`src/adc_ctrl_defs.svh`:
```
// Offsets, field positions, reset values and timing counts of the control
`ifndef ADC_CTRL_DEFS_SVH
`define ADC_CTRL_DEFS_SVH

`define FRAME_BITS 16
`define REG_LOAD_FALL 11
`define CTRL_LOAD_RISE 15
`define TRACK_RISE 14

`define SEL_CONTROL 2'b00
`define SEL_RANGE_LO 2'b01
`define SEL_RANGE_HI 2'b10
`define SEL_SEQUENCE 2'b11

`define CTRL_ADD_MSB 11
`define CTRL_ADD_LSB 9
`define CTRL_MODE_MSB 8
`define CTRL_MODE_LSB 7
`define CTRL_PM_UPPER 6
`define CTRL_PM_LOWER 5
`define CTRL_CODING 4
`define CTRL_REF 3
`define CTRL_SEQ_UPPER 2
`define CTRL_SEQ_LOWER 1
`define CTRL_WEAK 0

`define CTRL_RESET 12'h000
`define RANGE_RESET 8'h00
`define SEQUENCE_RESET 8'h00

`define CLK_MHZ 25
`define SHUTDOWN_WAKE_US 500
`define REF_SETTLE_US 500
`define STANDBY_WAKE_NS 750
`define STANDBY_WAKE_CYCLES ((`STANDBY_WAKE_NS * `CLK_MHZ + 999) / 1000)

`endif

```
`src/adc_ctrl_pkg_unused_guard.sv`:
```
// Left empty on purpose
`timescale 1ns/1ps

```
`src/adc_ctrl_pkg.sv`:
```
// Types shared by the converter control modules
package adc_ctrl_pkg;

  typedef enum logic [1:0] {
    SEQ_SINGLE = 2'b00,
    SEQ_PROGRAMMED = 2'b01,
    SEQ_CONSECUTIVE = 2'b10,
    SEQ_SINGLE_ALT = 2'b11
  } seq_mode_type;

  typedef enum logic [4:0] {
    PWR_AWAKE = 5'b00001,
    PWR_WAKING = 5'b00010,
    PWR_FULL_OFF = 5'b00100,
    PWR_AUTO_OFF = 5'b01000,
    PWR_STANDBY = 5'b10000
  } power_state_type;

endpackage : adc_ctrl_pkg

```
`src/seq_if.sv`:
```
// Signals between the frame control and the channel sequencer
`timescale 1ns/1ps
interface seq_if;
  adc_ctrl_pkg::seq_mode_type mode;
  logic [2:0] final_channel;
  logic [7:0] channel_set;
  logic restart;
  logic advance;
  logic [2:0] channel;

  modport ctrl (
    output mode, final_channel, channel_set, restart, advance,
    input channel
  );
  modport seq (
    input mode, final_channel, channel_set, restart, advance,
    output channel
  );
endinterface : seq_if

```
`src/pin_sync.sv`:
```
// Two-stage synchroniser with edge detection for one pin
`timescale 1ns/1ps
module pin_sync (
  input wire logic clk_i,
  input wire logic resetn_i,
  input wire logic pin_i,
  input wire logic idle_level_i,
  output logic level_o,
  output logic rise_o,
  output logic fall_o
);
  logic meta;
  logic stable;
  logic last;

  // Idle level is a constant tie-off, so reset still loads constants
  always_ff @(posedge clk_i or negedge resetn_i) begin
    if (!resetn_i) begin
      meta <= 1'b1;
      stable <= 1'b1;
      last <= 1'b1;
    end else begin
      meta <= pin_i;
      stable <= meta;
      last <= stable;
    end
  end

  assign level_o = stable;
  assign rise_o = stable & ~last;
  assign fall_o = ~stable & last & idle_level_i;
endmodule : pin_sync

```
`src/channel_sequencer.sv`:
```
// Picks the channel for each conversion from the sequencer mode
`timescale 1ns/1ps
module channel_sequencer (
  input wire logic clk_i,
  input wire logic resetn_i,
  seq_if.seq bus
);
  logic [2:0] current;
  logic from_first;
  logic [2:0] lowest_set;
  logic [2:0] next_set;
  logic [2:0] next_consec;
  logic [2:0] next_channel;

  function automatic logic [2:0] find_above(input logic [7:0] set,
                                            input logic [2:0] start,
                                            input logic from_zero);
    logic [2:0] pick;
    logic found;
    pick = 3'h0;
    found = 1'b0;
    for (int i = 0; i < 8; i++) begin
      if (!found && set[i] && (from_zero || i > int'(start))) begin
        pick = 3'(i);
        found = 1'b1;
      end
    end
    if (!found) begin
      pick = find_low(set);
    end
    return pick;
  endfunction : find_above

  function automatic logic [2:0] find_low(input logic [7:0] set);
    logic [2:0] pick;
    pick = 3'h0;
    for (int i = 7; i >= 0; i--) begin
      if (set[i]) begin
        pick = 3'(i);
      end
    end
    return pick;
  endfunction : find_low

  assign lowest_set = find_low(bus.channel_set);
  assign next_set = find_above(bus.channel_set, current, 1'b0);
  // Run ends on the final channel and wraps to channel 0
  assign next_consec = (current >= bus.final_channel) ? 3'h0 :
                       3'(current + 3'h1);

  always_comb begin
    unique case (bus.mode)
      adc_ctrl_pkg::SEQ_PROGRAMMED:
        next_channel = from_first ? lowest_set : next_set;
      adc_ctrl_pkg::SEQ_CONSECUTIVE:
        next_channel = from_first ? 3'h0 : next_consec;
      default:
        next_channel = bus.final_channel;
    endcase
  end

  always_ff @(posedge clk_i or negedge resetn_i) begin
    if (!resetn_i) begin
      current <= 3'h0;
      from_first <= 1'b1;
    end else if (bus.restart) begin
      from_first <= 1'b1;
    end else if (bus.advance) begin
      current <= next_channel;
      from_first <= 1'b0;
    end
  end

  assign bus.channel = next_channel;
endmodule : channel_sequencer

```
`src/adc_control.sv`:
```
// Serial frame, register, sequencer and power control of the converter
// Operation
// - Registers take defaults at power-up; every channel starts at +/-10 V.
// - Sequencer bits 0,1 keep converting the channel set continuously.
// - Restarted programmed sequence begins at the first selected channel.
// - Bits 1,0 convert channels 0 up to the address bits' final channel.
// - Consecutive run continues without writes; leave by writing bits 0,0.
// - Equal sequencer bits give single channel from the address bits.
// - Reference bit 1 picks internal 2.5 V; resets to 0, external.
// - Result of reference-enabling write invalid; reference settles 500 us.
// - Pseudo differential with address 7 converts die temperature.
// - Two power bits pick the mode; default normal, fully powered.
// - Chip-select fall starts conversion; writes load the selected register.
// - Host gives 16 clocks per frame; chip select then idles freely.
// - Power bits 1,1 fully shut down on 15th rise, keeping registers.
// - Writing 0,0 in full shutdown powers up on the 15th rise.
// - Auto-shutdown powers down in hold; chip-select rise wakes, 500 us.
// - After the woken conversion, auto-shutdown powers down at 15th rise.
// - Auto-standby powers all but the reference down at 15th rise.
// - Standby holds registers until chip-select rise, then wakes to track.
// - Range codes: 00 +/-10, 01 +/-5, 10 +/-2.5, 11 0..10 V.
// - Eight-bit channel set, one bit per channel, 1 includes it.
// - Programmed sequence ascends from lowest selected channel and repeats.
// - Control loads on 15th rise; set or range loads on 11th fall.
`timescale 1ns/1ps
`include "adc_ctrl_defs.svh"
module adc_control #(
  parameter int SHUTDOWN_WAKE_CYCLES = `SHUTDOWN_WAKE_US * `CLK_MHZ,
  parameter int REF_SETTLE_CYCLES = `REF_SETTLE_US * `CLK_MHZ
) (
  input wire logic clk_i,
  input wire logic resetn_i,
  input wire logic cs_n_i,
  input wire logic sclk_i,
  input wire logic din_i,
  input wire logic [12:0] conv_result_i,
  output logic dout_o,
  output logic dout_oe_n_o,
  output logic conv_start_o,
  output logic track_o,
  output logic [2:0] channel_o,
  output logic [1:0] range_o,
  output logic [1:0] input_config_o,
  output logic temp_select_o,
  output logic coding_o,
  output logic weak_idle_o,
  output logic ref_internal_o,
  output logic ref_settling_o,
  output logic result_invalid_o,
  output logic core_power_o,
  output logic ref_power_o,
  output logic powering_up_o
);
  localparam int STANDBY_CYCLES = `STANDBY_WAKE_CYCLES;

  logic cs_level;
  logic cs_rise;
  logic cs_fall;
  logic sclk_rise;
  logic sclk_fall;
  logic din_level;

  logic in_frame;
  logic [4:0] fall_count;
  logic [4:0] rise_count;
  logic [15:0] in_shift;
  logic [15:0] next_in_shift;
  logic [15:0] out_shift;
  logic out_enable;

  logic [11:0] ctrl;
  logic [15:0] ranges;
  logic [7:0] channel_set;

  logic [13:0] wake_timer;
  logic [13:0] ref_timer;
  adc_ctrl_pkg::power_state_type power_state;
  adc_ctrl_pkg::power_state_type next_power_state;
  logic [13:0] next_wake_timer;

  seq_if seq ();

  pin_sync cs_sync (.clk_i(clk_i), .resetn_i(resetn_i), .pin_i(cs_n_i),
    .idle_level_i(1'b1), .level_o(cs_level), .rise_o(cs_rise),
    .fall_o(cs_fall));

  pin_sync sclk_sync (.clk_i(clk_i), .resetn_i(resetn_i), .pin_i(sclk_i),
    .idle_level_i(1'b1), .level_o(), .rise_o(sclk_rise),
    .fall_o(sclk_fall));

  pin_sync din_sync (.clk_i(clk_i), .resetn_i(resetn_i), .pin_i(din_i),
    .idle_level_i(1'b1), .level_o(din_level), .rise_o(),
    .fall_o());

  channel_sequencer sequencer (.clk_i(clk_i), .resetn_i(resetn_i),
    .bus(seq.seq));

  // Frame edge events
  wire frame_fall = in_frame & ~cs_level & sclk_fall;
  wire frame_rise = in_frame & ~cs_level & sclk_rise;
  wire at_reg_fall = frame_fall &
                     (fall_count == 5'(`REG_LOAD_FALL - 1));
  wire at_ctrl_rise = frame_rise &
                      (rise_count == 5'(`CTRL_LOAD_RISE - 1));
  wire at_track_rise = frame_rise &
                       (rise_count == 5'(`TRACK_RISE - 1));
  wire at_last_fall = frame_fall &
                      (fall_count == 5'(`FRAME_BITS - 1));

  assign next_in_shift = {in_shift[14:0], din_level};

  // Write bit and select sit above the data bits in the shifted frame
  wire reg_write = next_in_shift[10];
  wire [1:0] reg_select = next_in_shift[9:8];
  wire ctrl_write = in_shift[14] &
                    (in_shift[13:12] == `SEL_CONTROL);
  wire load_ctrl = at_ctrl_rise & ctrl_write;
  wire [11:0] new_ctrl = in_shift[11:0];
  wire load_lo = at_reg_fall & reg_write &
                 (reg_select == `SEL_RANGE_LO);
  wire load_hi = at_reg_fall & reg_write &
                 (reg_select == `SEL_RANGE_HI);
  wire load_set = at_reg_fall & reg_write &
                  (reg_select == `SEL_SEQUENCE);
  // First-sent pair and bit belong to the lowest channel
  wire [7:0] reg_data = next_in_shift[7:0];
  wire [7:0] range_pairs = {reg_data[1:0], reg_data[3:2], reg_data[5:4],
    reg_data[7:6]};
  wire [7:0] set_bits = {reg_data[0], reg_data[1], reg_data[2], reg_data[3],
    reg_data[4], reg_data[5], reg_data[6], reg_data[7]};

  // Power bits that govern the 15th rising edge of this frame
  wire [1:0] pm_now = load_ctrl ?
                      new_ctrl[`CTRL_PM_UPPER:`CTRL_PM_LOWER] :
                      ctrl[`CTRL_PM_UPPER:`CTRL_PM_LOWER];
  wire ref_enable = load_ctrl & new_ctrl[`CTRL_REF] & ~ctrl[`CTRL_REF];
  wire [1:0] seq_bits_new = new_ctrl[`CTRL_SEQ_UPPER:`CTRL_SEQ_LOWER];

  always_ff @(posedge clk_i or negedge resetn_i) begin
    if (!resetn_i) begin
      in_frame <= 1'b0;
      fall_count <= 5'h00;
      rise_count <= 5'h00;
      in_shift <= 16'h0000;
    end else if (cs_fall) begin
      in_frame <= 1'b1;
      fall_count <= 5'h00;
      rise_count <= 5'h00;
      in_shift <= 16'h0000;
    end else if (cs_rise) begin
      in_frame <= 1'b0;
    end else begin
      if (frame_fall && fall_count != 5'(`FRAME_BITS)) begin
        fall_count <= 5'(fall_count + 5'h01);
        in_shift <= next_in_shift;
      end
      if (frame_rise && rise_count != 5'(`FRAME_BITS)) begin
        rise_count <= 5'(rise_count + 5'h01);
      end
    end
  end

  // Registers keep their contents through every power-down mode
  always_ff @(posedge clk_i or negedge resetn_i) begin
    if (!resetn_i) begin
      ctrl <= `CTRL_RESET;
      ranges <= {`RANGE_RESET, `RANGE_RESET};
      channel_set <= `SEQUENCE_RESET;
    end else begin
      if (load_ctrl) begin
        ctrl <= new_ctrl;
      end
      if (load_lo) begin
        ranges[7:0] <= range_pairs;
      end
      if (load_hi) begin
        ranges[15:8] <= range_pairs;
      end
      if (load_set) begin
        channel_set <= set_bits;
      end
    end
  end

  // Sequencer steps once per conversion start; mode persists w/o writes
  assign seq.mode = adc_ctrl_pkg::seq_mode_type'(
    ctrl[`CTRL_SEQ_UPPER:`CTRL_SEQ_LOWER]);
  assign seq.final_channel = ctrl[`CTRL_ADD_MSB:`CTRL_ADD_LSB];
  assign seq.channel_set = channel_set;
  assign seq.advance = cs_fall;
  assign seq.restart = load_ctrl &
                            (seq_bits_new[1] ^ seq_bits_new[0]);

  // Channel, range and result shift for the started conversion
  always_ff @(posedge clk_i or negedge resetn_i) begin
    if (!resetn_i) begin
      channel_o <= 3'h0;
      range_o <= 2'h0;
      out_shift <= 16'h0000;
      out_enable <= 1'b0;
      conv_start_o <= 1'b0;
    end else begin
      conv_start_o <= cs_fall;
      if (cs_fall) begin
        channel_o <= seq.channel;
        range_o <= ranges[{seq.channel, 1'b0} +: 2];
        out_shift <= {seq.channel, conv_result_i};
        out_enable <= 1'b1;
      end else if (cs_rise || at_last_fall) begin
        out_enable <= 1'b0;
      end else if (frame_fall) begin
        out_shift <= {out_shift[14:0], 1'b0};
      end
    end
  end

  assign dout_o = out_shift[15];
  assign dout_oe_n_o = ~out_enable;

  assign input_config_o = ctrl[`CTRL_MODE_MSB:`CTRL_MODE_LSB];
  assign coding_o = ctrl[`CTRL_CODING];
  assign weak_idle_o = ctrl[`CTRL_WEAK];
  assign ref_internal_o = ctrl[`CTRL_REF];
  assign temp_select_o = (input_config_o == 2'b11) &
                         (channel_o == 3'h7);

  // Power state on the 15th rising edge, at chip-select rise or when the wake timer ends
  always_comb begin
    next_power_state = power_state;
    next_wake_timer = wake_timer;
    if (at_ctrl_rise) begin
      unique case (pm_now)
        2'b11: next_power_state = adc_ctrl_pkg::PWR_FULL_OFF;
        2'b10: next_power_state = adc_ctrl_pkg::PWR_AUTO_OFF;
        2'b01: next_power_state = adc_ctrl_pkg::PWR_STANDBY;
        2'b00: begin
          if (power_state == adc_ctrl_pkg::PWR_FULL_OFF) begin
            next_power_state = adc_ctrl_pkg::PWR_WAKING;
            next_wake_timer = 14'(SHUTDOWN_WAKE_CYCLES - 1);
          end else if (power_state != adc_ctrl_pkg::PWR_WAKING) begin
            next_power_state = adc_ctrl_pkg::PWR_AWAKE;
          end
        end
      endcase
    end else begin
      unique case (power_state)
        adc_ctrl_pkg::PWR_AUTO_OFF: begin
          if (cs_rise) begin
            next_power_state = adc_ctrl_pkg::PWR_WAKING;
            next_wake_timer = 14'(SHUTDOWN_WAKE_CYCLES - 1);
          end
        end
        adc_ctrl_pkg::PWR_STANDBY: begin
          if (cs_rise) begin
            next_power_state = adc_ctrl_pkg::PWR_WAKING;
            next_wake_timer = 14'(STANDBY_CYCLES - 1);
          end
        end
        adc_ctrl_pkg::PWR_WAKING: begin
          if (wake_timer == 14'h0000) begin
            next_power_state = adc_ctrl_pkg::PWR_AWAKE;
          end else begin
            next_wake_timer = 14'(wake_timer - 14'h0001);
          end
        end
        adc_ctrl_pkg::PWR_AWAKE: next_power_state = power_state;
        adc_ctrl_pkg::PWR_FULL_OFF: next_power_state = power_state;
        default: next_power_state = adc_ctrl_pkg::PWR_AWAKE;
      endcase
    end
  end

  always_ff @(posedge clk_i or negedge resetn_i) begin
    if (!resetn_i) begin
      power_state <= adc_ctrl_pkg::PWR_AWAKE;
      wake_timer <= 14'h0000;
    end else begin
      power_state <= next_power_state;
      wake_timer <= next_wake_timer;
    end
  end

  // Hold from conversion start; auto modes stay in hold until cs rise
  wire auto_down = (next_power_state == adc_ctrl_pkg::PWR_AUTO_OFF) |
                   (next_power_state == adc_ctrl_pkg::PWR_STANDBY);
  wire auto_held = ctrl[`CTRL_PM_UPPER] ^ ctrl[`CTRL_PM_LOWER];

  always_ff @(posedge clk_i or negedge resetn_i) begin
    if (!resetn_i) begin
      track_o <= 1'b1;
    end else if (cs_fall) begin
      track_o <= 1'b0;
    end else if (cs_rise) begin
      track_o <= 1'b1;
    end else if (at_ctrl_rise) begin
      track_o <= ~auto_down;
    end else if (at_track_rise && !auto_held) begin
      track_o <= 1'b1;
    end
  end

  assign core_power_o = (power_state == adc_ctrl_pkg::PWR_AWAKE) |
                        (power_state == adc_ctrl_pkg::PWR_WAKING);
  assign powering_up_o = (power_state == adc_ctrl_pkg::PWR_WAKING);
  // Standby keeps the internal reference alive for a fast wake
  assign ref_power_o = ref_internal_o &
                       (core_power_o |
                        (power_state == adc_ctrl_pkg::PWR_STANDBY));

  // Reference buffer settling after the enabling write
  always_ff @(posedge clk_i or negedge resetn_i) begin
    if (!resetn_i) begin
      ref_timer <= 14'h0000;
      ref_settling_o <= 1'b0;
      result_invalid_o <= 1'b0;
    end else begin
      if (ref_enable) begin
        ref_timer <= 14'(REF_SETTLE_CYCLES - 1);
        ref_settling_o <= 1'b1;
      end else if (ref_timer != 14'h0000) begin
        ref_timer <= 14'(ref_timer - 14'h0001);
      end else begin
        ref_settling_o <= 1'b0;
      end
      if (ref_enable) begin
        result_invalid_o <= 1'b1;
      end else if (cs_fall) begin
        result_invalid_o <= 1'b0;
      end
    end
  end
endmodule : adc_control

```
`config.mk`:
```
export PLATFORM = sky130hd
export DESIGN_NAME = adc_control
export DESIGN_NICKNAME = d
export VERILOG_FILES = /design/src/adc_ctrl_pkg_unused_guard.sv /design/src/adc_ctrl_pkg.sv /design/src/seq_if.sv /design/src/pin_sync.sv /design/src/channel_sequencer.sv /design/src/adc_control.sv
export VERILOG_INCLUDE_DIRS = /design/src
export SDC_FILE = /design/constraint.sdc
export NUM_CORES = 1
export LEC_CHECK = 0
export BUFFER_PORTS_ARGS = -buffer_cell sky130_fd_sc_hd__buf_2
export CORE_MARGIN = 2
export CORE_UTILIZATION = 50
export DETAILED_ROUTE_END_ITERATION = 10
export PLACE_DENSITY = 0.67
export SLEW_MARGIN = 20
export SYNTH_ARGS = -nofsm -noshare
export SYNTH_HDL_FRONTEND = slang
export SYNTH_SLANG_ARGS = --single-unit
```
`constraint.sdc`:
```
create_clock -name clk_i -period 4.1 [get_ports clk_i]
set_input_delay 0.82 -clock clk_i [delete_from_list [all_inputs] [get_ports clk_i]]
set_output_delay 0.82 -clock clk_i [all_outputs]
set_load 0.005 [all_outputs]
```
# Word-level counts from Yosys, hierarchy flattened
# Cells that the tools add are included.
[word_totals]
regBits = 133
input_bits = 18
output_inout_bits = 20
wordCells = 224
[op_classes]
addsub = 5
n_lt_le_gt_ge = 8
eq_ne = 32
shifts = 1
n_mux = 69
n_bitwise = 35
reduce_logical = 45
[ops]
columns = ["operator", "n"]
rows = [
  ["$mux W14", 8],
  ["$mux W5", 11],
  ["$mux W3", 18],
  ["$mux W16", 3],
  ["$mux W15", 3],
  ["$pmux W14 S3", 1],
  ["$eq A5 B4 Y1 const B", 6],
  ["$sub A14 B1 Y14 const B", 2],
  ["$and A1 B1 Y1", 22],
  ["$mux W1", 21],
  ["$pmux W5 S4", 1],
  ["$logic_and A1 B1 Y1", 16],
  ["$reduce_bool A2 Y1", 8],
  ["$shiftx A16 B5 Y2", 1],
  ["$pmux W5 S3", 1],
  ["$logic_not A14 Y1", 1],
  ["$reduce_bool A14 Y1", 1],
  ["$eq A2 B2 Y1 const B", 6],
  ["$gt A3 B3 Y1 const A", 4],
  ["$add A5 B1 Y5 const B", 2],
  ["$eq A5 B5 Y1 const B", 2],
  ["$ne A5 B5 Y1 const B", 2],
  ["$ne A3 B3 Y1 const B", 3],
  ["$not A1 Y1", 8],
  ["other kinds (23)", 44],
]

# Depth between registers and ports, before layout
[logic_depth]
ltp_word = 31
mapped_depth = 10
mapped_depth_nobuf = 9

# Modules after synthesis
# A second synthesis with hierarchy kept.
[unflattened]
hier_cells = 652
area_unflattened_um2 = 6835.3
[modules_own_cells]
columns = ["module", "instances", "cells_each", "area_per_inst_um2", "seq_area_each_um2"]
rows = [
  ["adc_control", 1, 556, 5921.9, 3030.4],
  ["channel_sequencer", 1, 81, 631.9, 101.3],
  ["pin_sync", 3, 5, 93.8, 78.8],
]

# Worst setup path after synthesis
# No wires, ideal clock.
[synth_path]
path_type = "register to register"
from = "reg sequencer.current[1]"
to = "reg range_o[1]"
setup_ns = 0.126
t_arrival_ns = 2.730
slack_ns = 1.244
path_stages_with_launch = 11
n_path_buf = 1
synth_period_minus_slack_ns = 2.856
path_cell_list = "dfrtp_1 > clkbuf_1 > inv_1 > ha_1 > o31ai_1 > nand2_1 > a211o_2 > o2111ai_1 > o2bb2ai_2 > mux4_1 > a221o_1"
[synth_between]
elab_chain_len = 31
word_cells_on_any_way = 48
[synth_rtl]
columns = ["element", "line_no", "text"]
rows = [
  ["from (decl)", "channel_sequencer.sv:8", "logic [2:0] current;"],
  ["from (signal assigned)", "channel_sequencer.sv:69", "current <= next_channel;"],
  ["$gt A1 B3 Y1", "channel_sequencer.sv:23", "if (!found && set[i] && (from_zero || i > int'(start))) begin"],
  ["$logic_and A1 B1 Y1", "channel_sequencer.sv:23", ""],
  ["$mux W1", "channel_sequencer.sv:23", ""],
  ["$logic_not A1 Y1", "channel_sequencer.sv:23", ""],
  ["$logic_and A1 B1 Y1 (2 in series)", "channel_sequencer.sv:23", ""],
  ["$mux W1", "channel_sequencer.sv:23", ""],
  ["$logic_not A1 Y1", "channel_sequencer.sv:23", ""],
  ["$logic_and A1 B1 Y1 (2 in series)", "channel_sequencer.sv:23", ""],
  ["[12 not listed]", "-", ""],
  ["$mux W1", "channel_sequencer.sv:23", ""],
  ["$logic_not A1 Y1", "channel_sequencer.sv:23", ""],
  ["$logic_and A1 B1 Y1 (2 in series)", "channel_sequencer.sv:23", ""],
  ["$mux W3 or $mux W1 (tied branches)", "channel_sequencer.sv:23", ""],
  ["$mux W3", "channel_sequencer.sv:28", "if (!found) begin"],
  ["$mux W3", "channel_sequencer.sv:54", "next_channel = from_first ? lowest_set : next_set;"],
  ["$pmux W3 S2 *", "channel_sequencer.sv:52", "unique case (bus.mode)"],
  ["$shiftx A16 B5 Y2 *", "adc_control.sv:206", "range_o <= ranges[{seq.channel, 1'b0} +: 2];"],
  ["to (signal assigned)", "adc_control.sv:206", ""],
  ["to (decl)", "adc_control.sv:42", "output logic [1:0] range_o,"],
]
# Every way passes the cells marked *; elsewhere a longest branch is shown, timed or not.
# A chain may end at the register's enable or synchronous reset.

# Final worst setup path
# Same ends and word-level chain as after synthesis.

==> flow_metrics.py <==
metrics = {
    "outcome": {
        "status": "completed",
    },
    "pwr": {
        "vdd_drop_max_mv": 0.229,
        "finalPower_mw": 3.06,
        "power.density_mw_per_mm2": 411,
        "leakage_nw": 3.61,
    },
    "route": {
        "drt_iter0_markers": 383,
        "drt_wl_total_mm": 13.4,
        "drt_first_pass_iters": 7,
        "vias": 4895,
        "drc_errors": 0,
        "ant_nets": 0,
        "avgViaCountPerCell": 5.75,
        "wire_per_inst_um": 15.7,
    },
    "logic_synthesis": {
        "yosysWarnings": 0,
        "synth.distinct_cells": 70,
        "synthFlopType": "dfrtp_1",
        "synth_enable_flop_cells": 0,
        "ys_async_sr_fraction_pct": 100,
        "syn_nets": 669,
        "syn_area_mm2": 0.00652,
        "ys_ff_latch": 133,
        "avgSynthCellArea_um2": 10.3,
        "ys_seq_area_share_pct": 51.2,
        "netlist_instances": 631,
    },
    "sta": {
        "hold_ws_ns": 0.354,
        "finalHoldViolations": 0,
        "final-max-slew-violation-count": 0,
        "tightest_slew_ns": 0.962,
        "rsz0062_at_grt": "no",
        "finClkSkew_ns": 0.0101,
        "max_slew_margin_pct": 35.7,
        "fmax_mhz": 325,
        "min_period_over_period_pct": 75.0,
        "setup_violations": 0,
        "min_period_ns": 3.08,
        "tns_ns": 0,
    },
    "global_route": {
        "grt_max_degree": 114,
        "grt_pass1_vias": 4698,
        "grtUsageTotal_pct": 20.3,
        "grt_pass1_wl_mm": 22.8,
        "antenna_found_initial": 0,
        "gr-total-overflow": 0,
    },
    "placement": {
        "portBuffers": 37,
        "place_inst": 820,
        "dp_hpwl_mm": 9.07,
        "placed_cell_area_mm2": 0.00688,
        "gp_congestion": 0.850,
    },
    "hold_path": {
        "holdCritStartpoint": "cs_sync.meta",
        "min_path_type": "reg2reg",
    },
    "critical_path": {
        "cp-end-kind": "flip-flop",
        "crit_type": "reg2reg",
        "start_kind": "flip-flop",
        "startpoint": "sequencer.current[1]",
        "cp_cell_sequence": "inv_1, ha_1, o31ai_1, nand2_1, a211o_2, o2111ai_1, o2bb2ai_2, mux4_1, a221o_1",
        "critPathSlowestCell": "mux4_1",
        "worstPathMaxFanout": 10,
        "cp.buffers_inverters": 1,
        "r2r_start": "sequencer.current[1]",
        "critPathTopFamily": "compound AO/OA/AOI/OAI gates",
        "critPathRequiredTime_ns": 4.39,
        "crit_path_max_incr_delay_ns": 0.60,
        "arrival_ns": 3.37,
    },
    "clock_network": {
        "post-cts-setup-buffer-count": 0,
        "clk_latency_ns": 0.42,
        "clkSinkCount": 133,
        "cts_hold_buf": 0,
        "cts_tree": "yes",
        "clk_pin_slew_worst_paths_ns": 0.06,
        "ctsResizeCount": 0,
        "clk_path_buf_depth": 2,
        "root_buffer": "clkbuf_16",
        "cts_inserted_buffers": 17,
        "h-tree-depth": 4,
    },
    "floorplanning": {
        "rows": 41,
        "start_util_pct": 51.5,
        "fp.dieH_um": 118,
        "core_area_mm2": 0.0127,
        "num_io_pins": 38,
        "die_w_um": 118,
        "die_area_mm2": 0.0140,
    },
    "final_layout": {
        "finalInstanceArea_mm2": 0.00744,
        "area_delta_synth_final_pct": 14.0,
        "drive_above_1_share_pct": 19.6,
        "instances_no_fill": 852,
        "diodes": 0,
        "final_nets": 705,
    },
    "flow_run": {
        "drv_cap": 0,
    },
}
[cell usage in the layout, fill, tap and decap left out, types with 3 or more instances in the layout]
cell,synthesis,routed
dfrtp_1,122,122
nand2_1,70,70
o21ai_0,57,57
inv_1,42,42
nor2_1,41,41
mux2_2,36,36
buf_2,1,36
a21oi_1,24,24
ha_1,20,20
clkbuf_16,0,17
nand3_1,16,16
nor3_1,13,13
xor2_1,13,13
a222oi_1,13,13
dfstp_2,11,11
o31ai_1,9,9
nor4_1,8,7
nor3b_1,8,7
nand2b_1,7,7
buf_4,2,7
nand4_1,6,6
and3_1,6,6
a221o_1,5,5
a31oi_1,5,5
clkinvlp_4,0,5
clkinv_2,0,5
or3_1,4,4
xnor2_1,4,4
a21o_1,4,4
a211oi_1,4,4
nor2b_1,4,4
mux4_1,4,4
clkbuf_8,0,4
nand4b_1,3,3
[synth_stat cells (all sizes together) (3+ instances only)]
cell type | number | share of area (%)
xor2 | 13 | 1.7
and3 | 6 | 0.58
nand3 | 16 | 1.2
or3 | 4 | 0.38
nor3b | 8 | 0.92
nor4 | 8 | 0.77
nand4b | 3 | 0.40
inv | 42 | 2.4
o31ai | 9 | 1.0
mux4 | 4 | 1.6
nor2b | 4 | 0.38
nor3 | 13 | 1.0
clkbuf | 23 | 1.3
o21ai | 58 | 4.5
ha | 20 | 3.8
nand2b | 7 | 0.67
nor2 | 41 | 2.4
dfstp | 11 | 4.4
nand2 | 70 | 4.0
buf | 4 | 0.36
a222oi | 13 | 2.0
a31oi | 6 | 0.67
nand4 | 6 | 0.58
xnor2 | 4 | 0.54
dfrtp | 122 | 47
mux2 | 36 | 6.2
a21oi | 24 | 1.8
a21o | 4 | 0.46
a221o | 5 | 0.77
a211oi | 4 | 0.46
[kinds of logic (layout without fill, tap and decap cells)]
| group | after synthesis | after routing | synth area share (%) |
|---|---|---|---|
| buffers and inverters | 71 | 120 | 4.22 |
| DFF | 133 | 133 | 51.2 |
| muxes | 41 | 41 | 7.98 |
| and+or+nand+nor | 199 | 199 | 14.9 |
| adders and majority gates | 20 | 20 | 3.84 |
| xor gates and xnor gates | 17 | 17 | 2.28 |
| AOI/OAI and AO/OA | 150 | 150 | 15.5 |
[stage by stage]
stage               util (%)  setup WS [ns]
floorplan                  -           1.24
global placement        54.3           1.19
detailed placement      54.3           1.09
CTS                     58.6           1.09
global route            58.7          0.655
finish                  58.7           1.02
[final cells by class]
| class | instances | area [um2] |
|---|---|---|
| fill | 1082 | 5240 |
| sequential | 133 | 3340 |
| multi-input combinational | 427 | 2920 |
| clock buffer | 20 | 467 |
| timing repair buffer | 44 | 246 |
| tap | 172 | 215 |
| inverter | 44 | 165 |
| clock inverter | 12 | 80.1 |
[flip-flops by register name, indices dropped and copies added, names as in the netlist, 2 cells and up]
name / count
channel_o: 3
channel_set: 8
ctrl: 12
fall_count: 5
in_shift: 15
out_shift: 16
power_state: 5
range_o: 2
ranges: 16
ref_timer: 14
rise_count: 5
sequencer.current: 3
wake_timer: 14
[final timing paths]
path | to | slack, ns | cells after the start
max | range_o[1] | 1.02 | 9
min | cs_sync.level_o | 0.35 | 0
max reg2reg | range_o[1] | 1.02 | 9
min reg2reg | cs_sync.level_o | 0.35 | 0
max in group asynchronous | out_shift[7] | 2.79 | 2
min in group asynchronous | sequencer.current[1] | 0.47 | 1
[report_power, final]
part / switching, mW / internal (mW) / total (mW)
registers: 0.0778 / 1.39 / 1.46
clock network: 0.554 / 0.815 / 1.37
logic: 0.134 / 0.0898 / 0.224
total: 0.766 / 2.29 / 3.06
[per-layer routing]
layer / up-vias / part of all wire [%] / GRT usage [%]
met5: - / 0 / 0
met4: 0 / 1.6 / 8.21
met3: 17 / 3.6 / 4.25
met2: 102 / 48 / 32.7
met1: 2421 / 47 / 26.8
li1: 2355 / - / -
(Power assumes the default switching activity.)
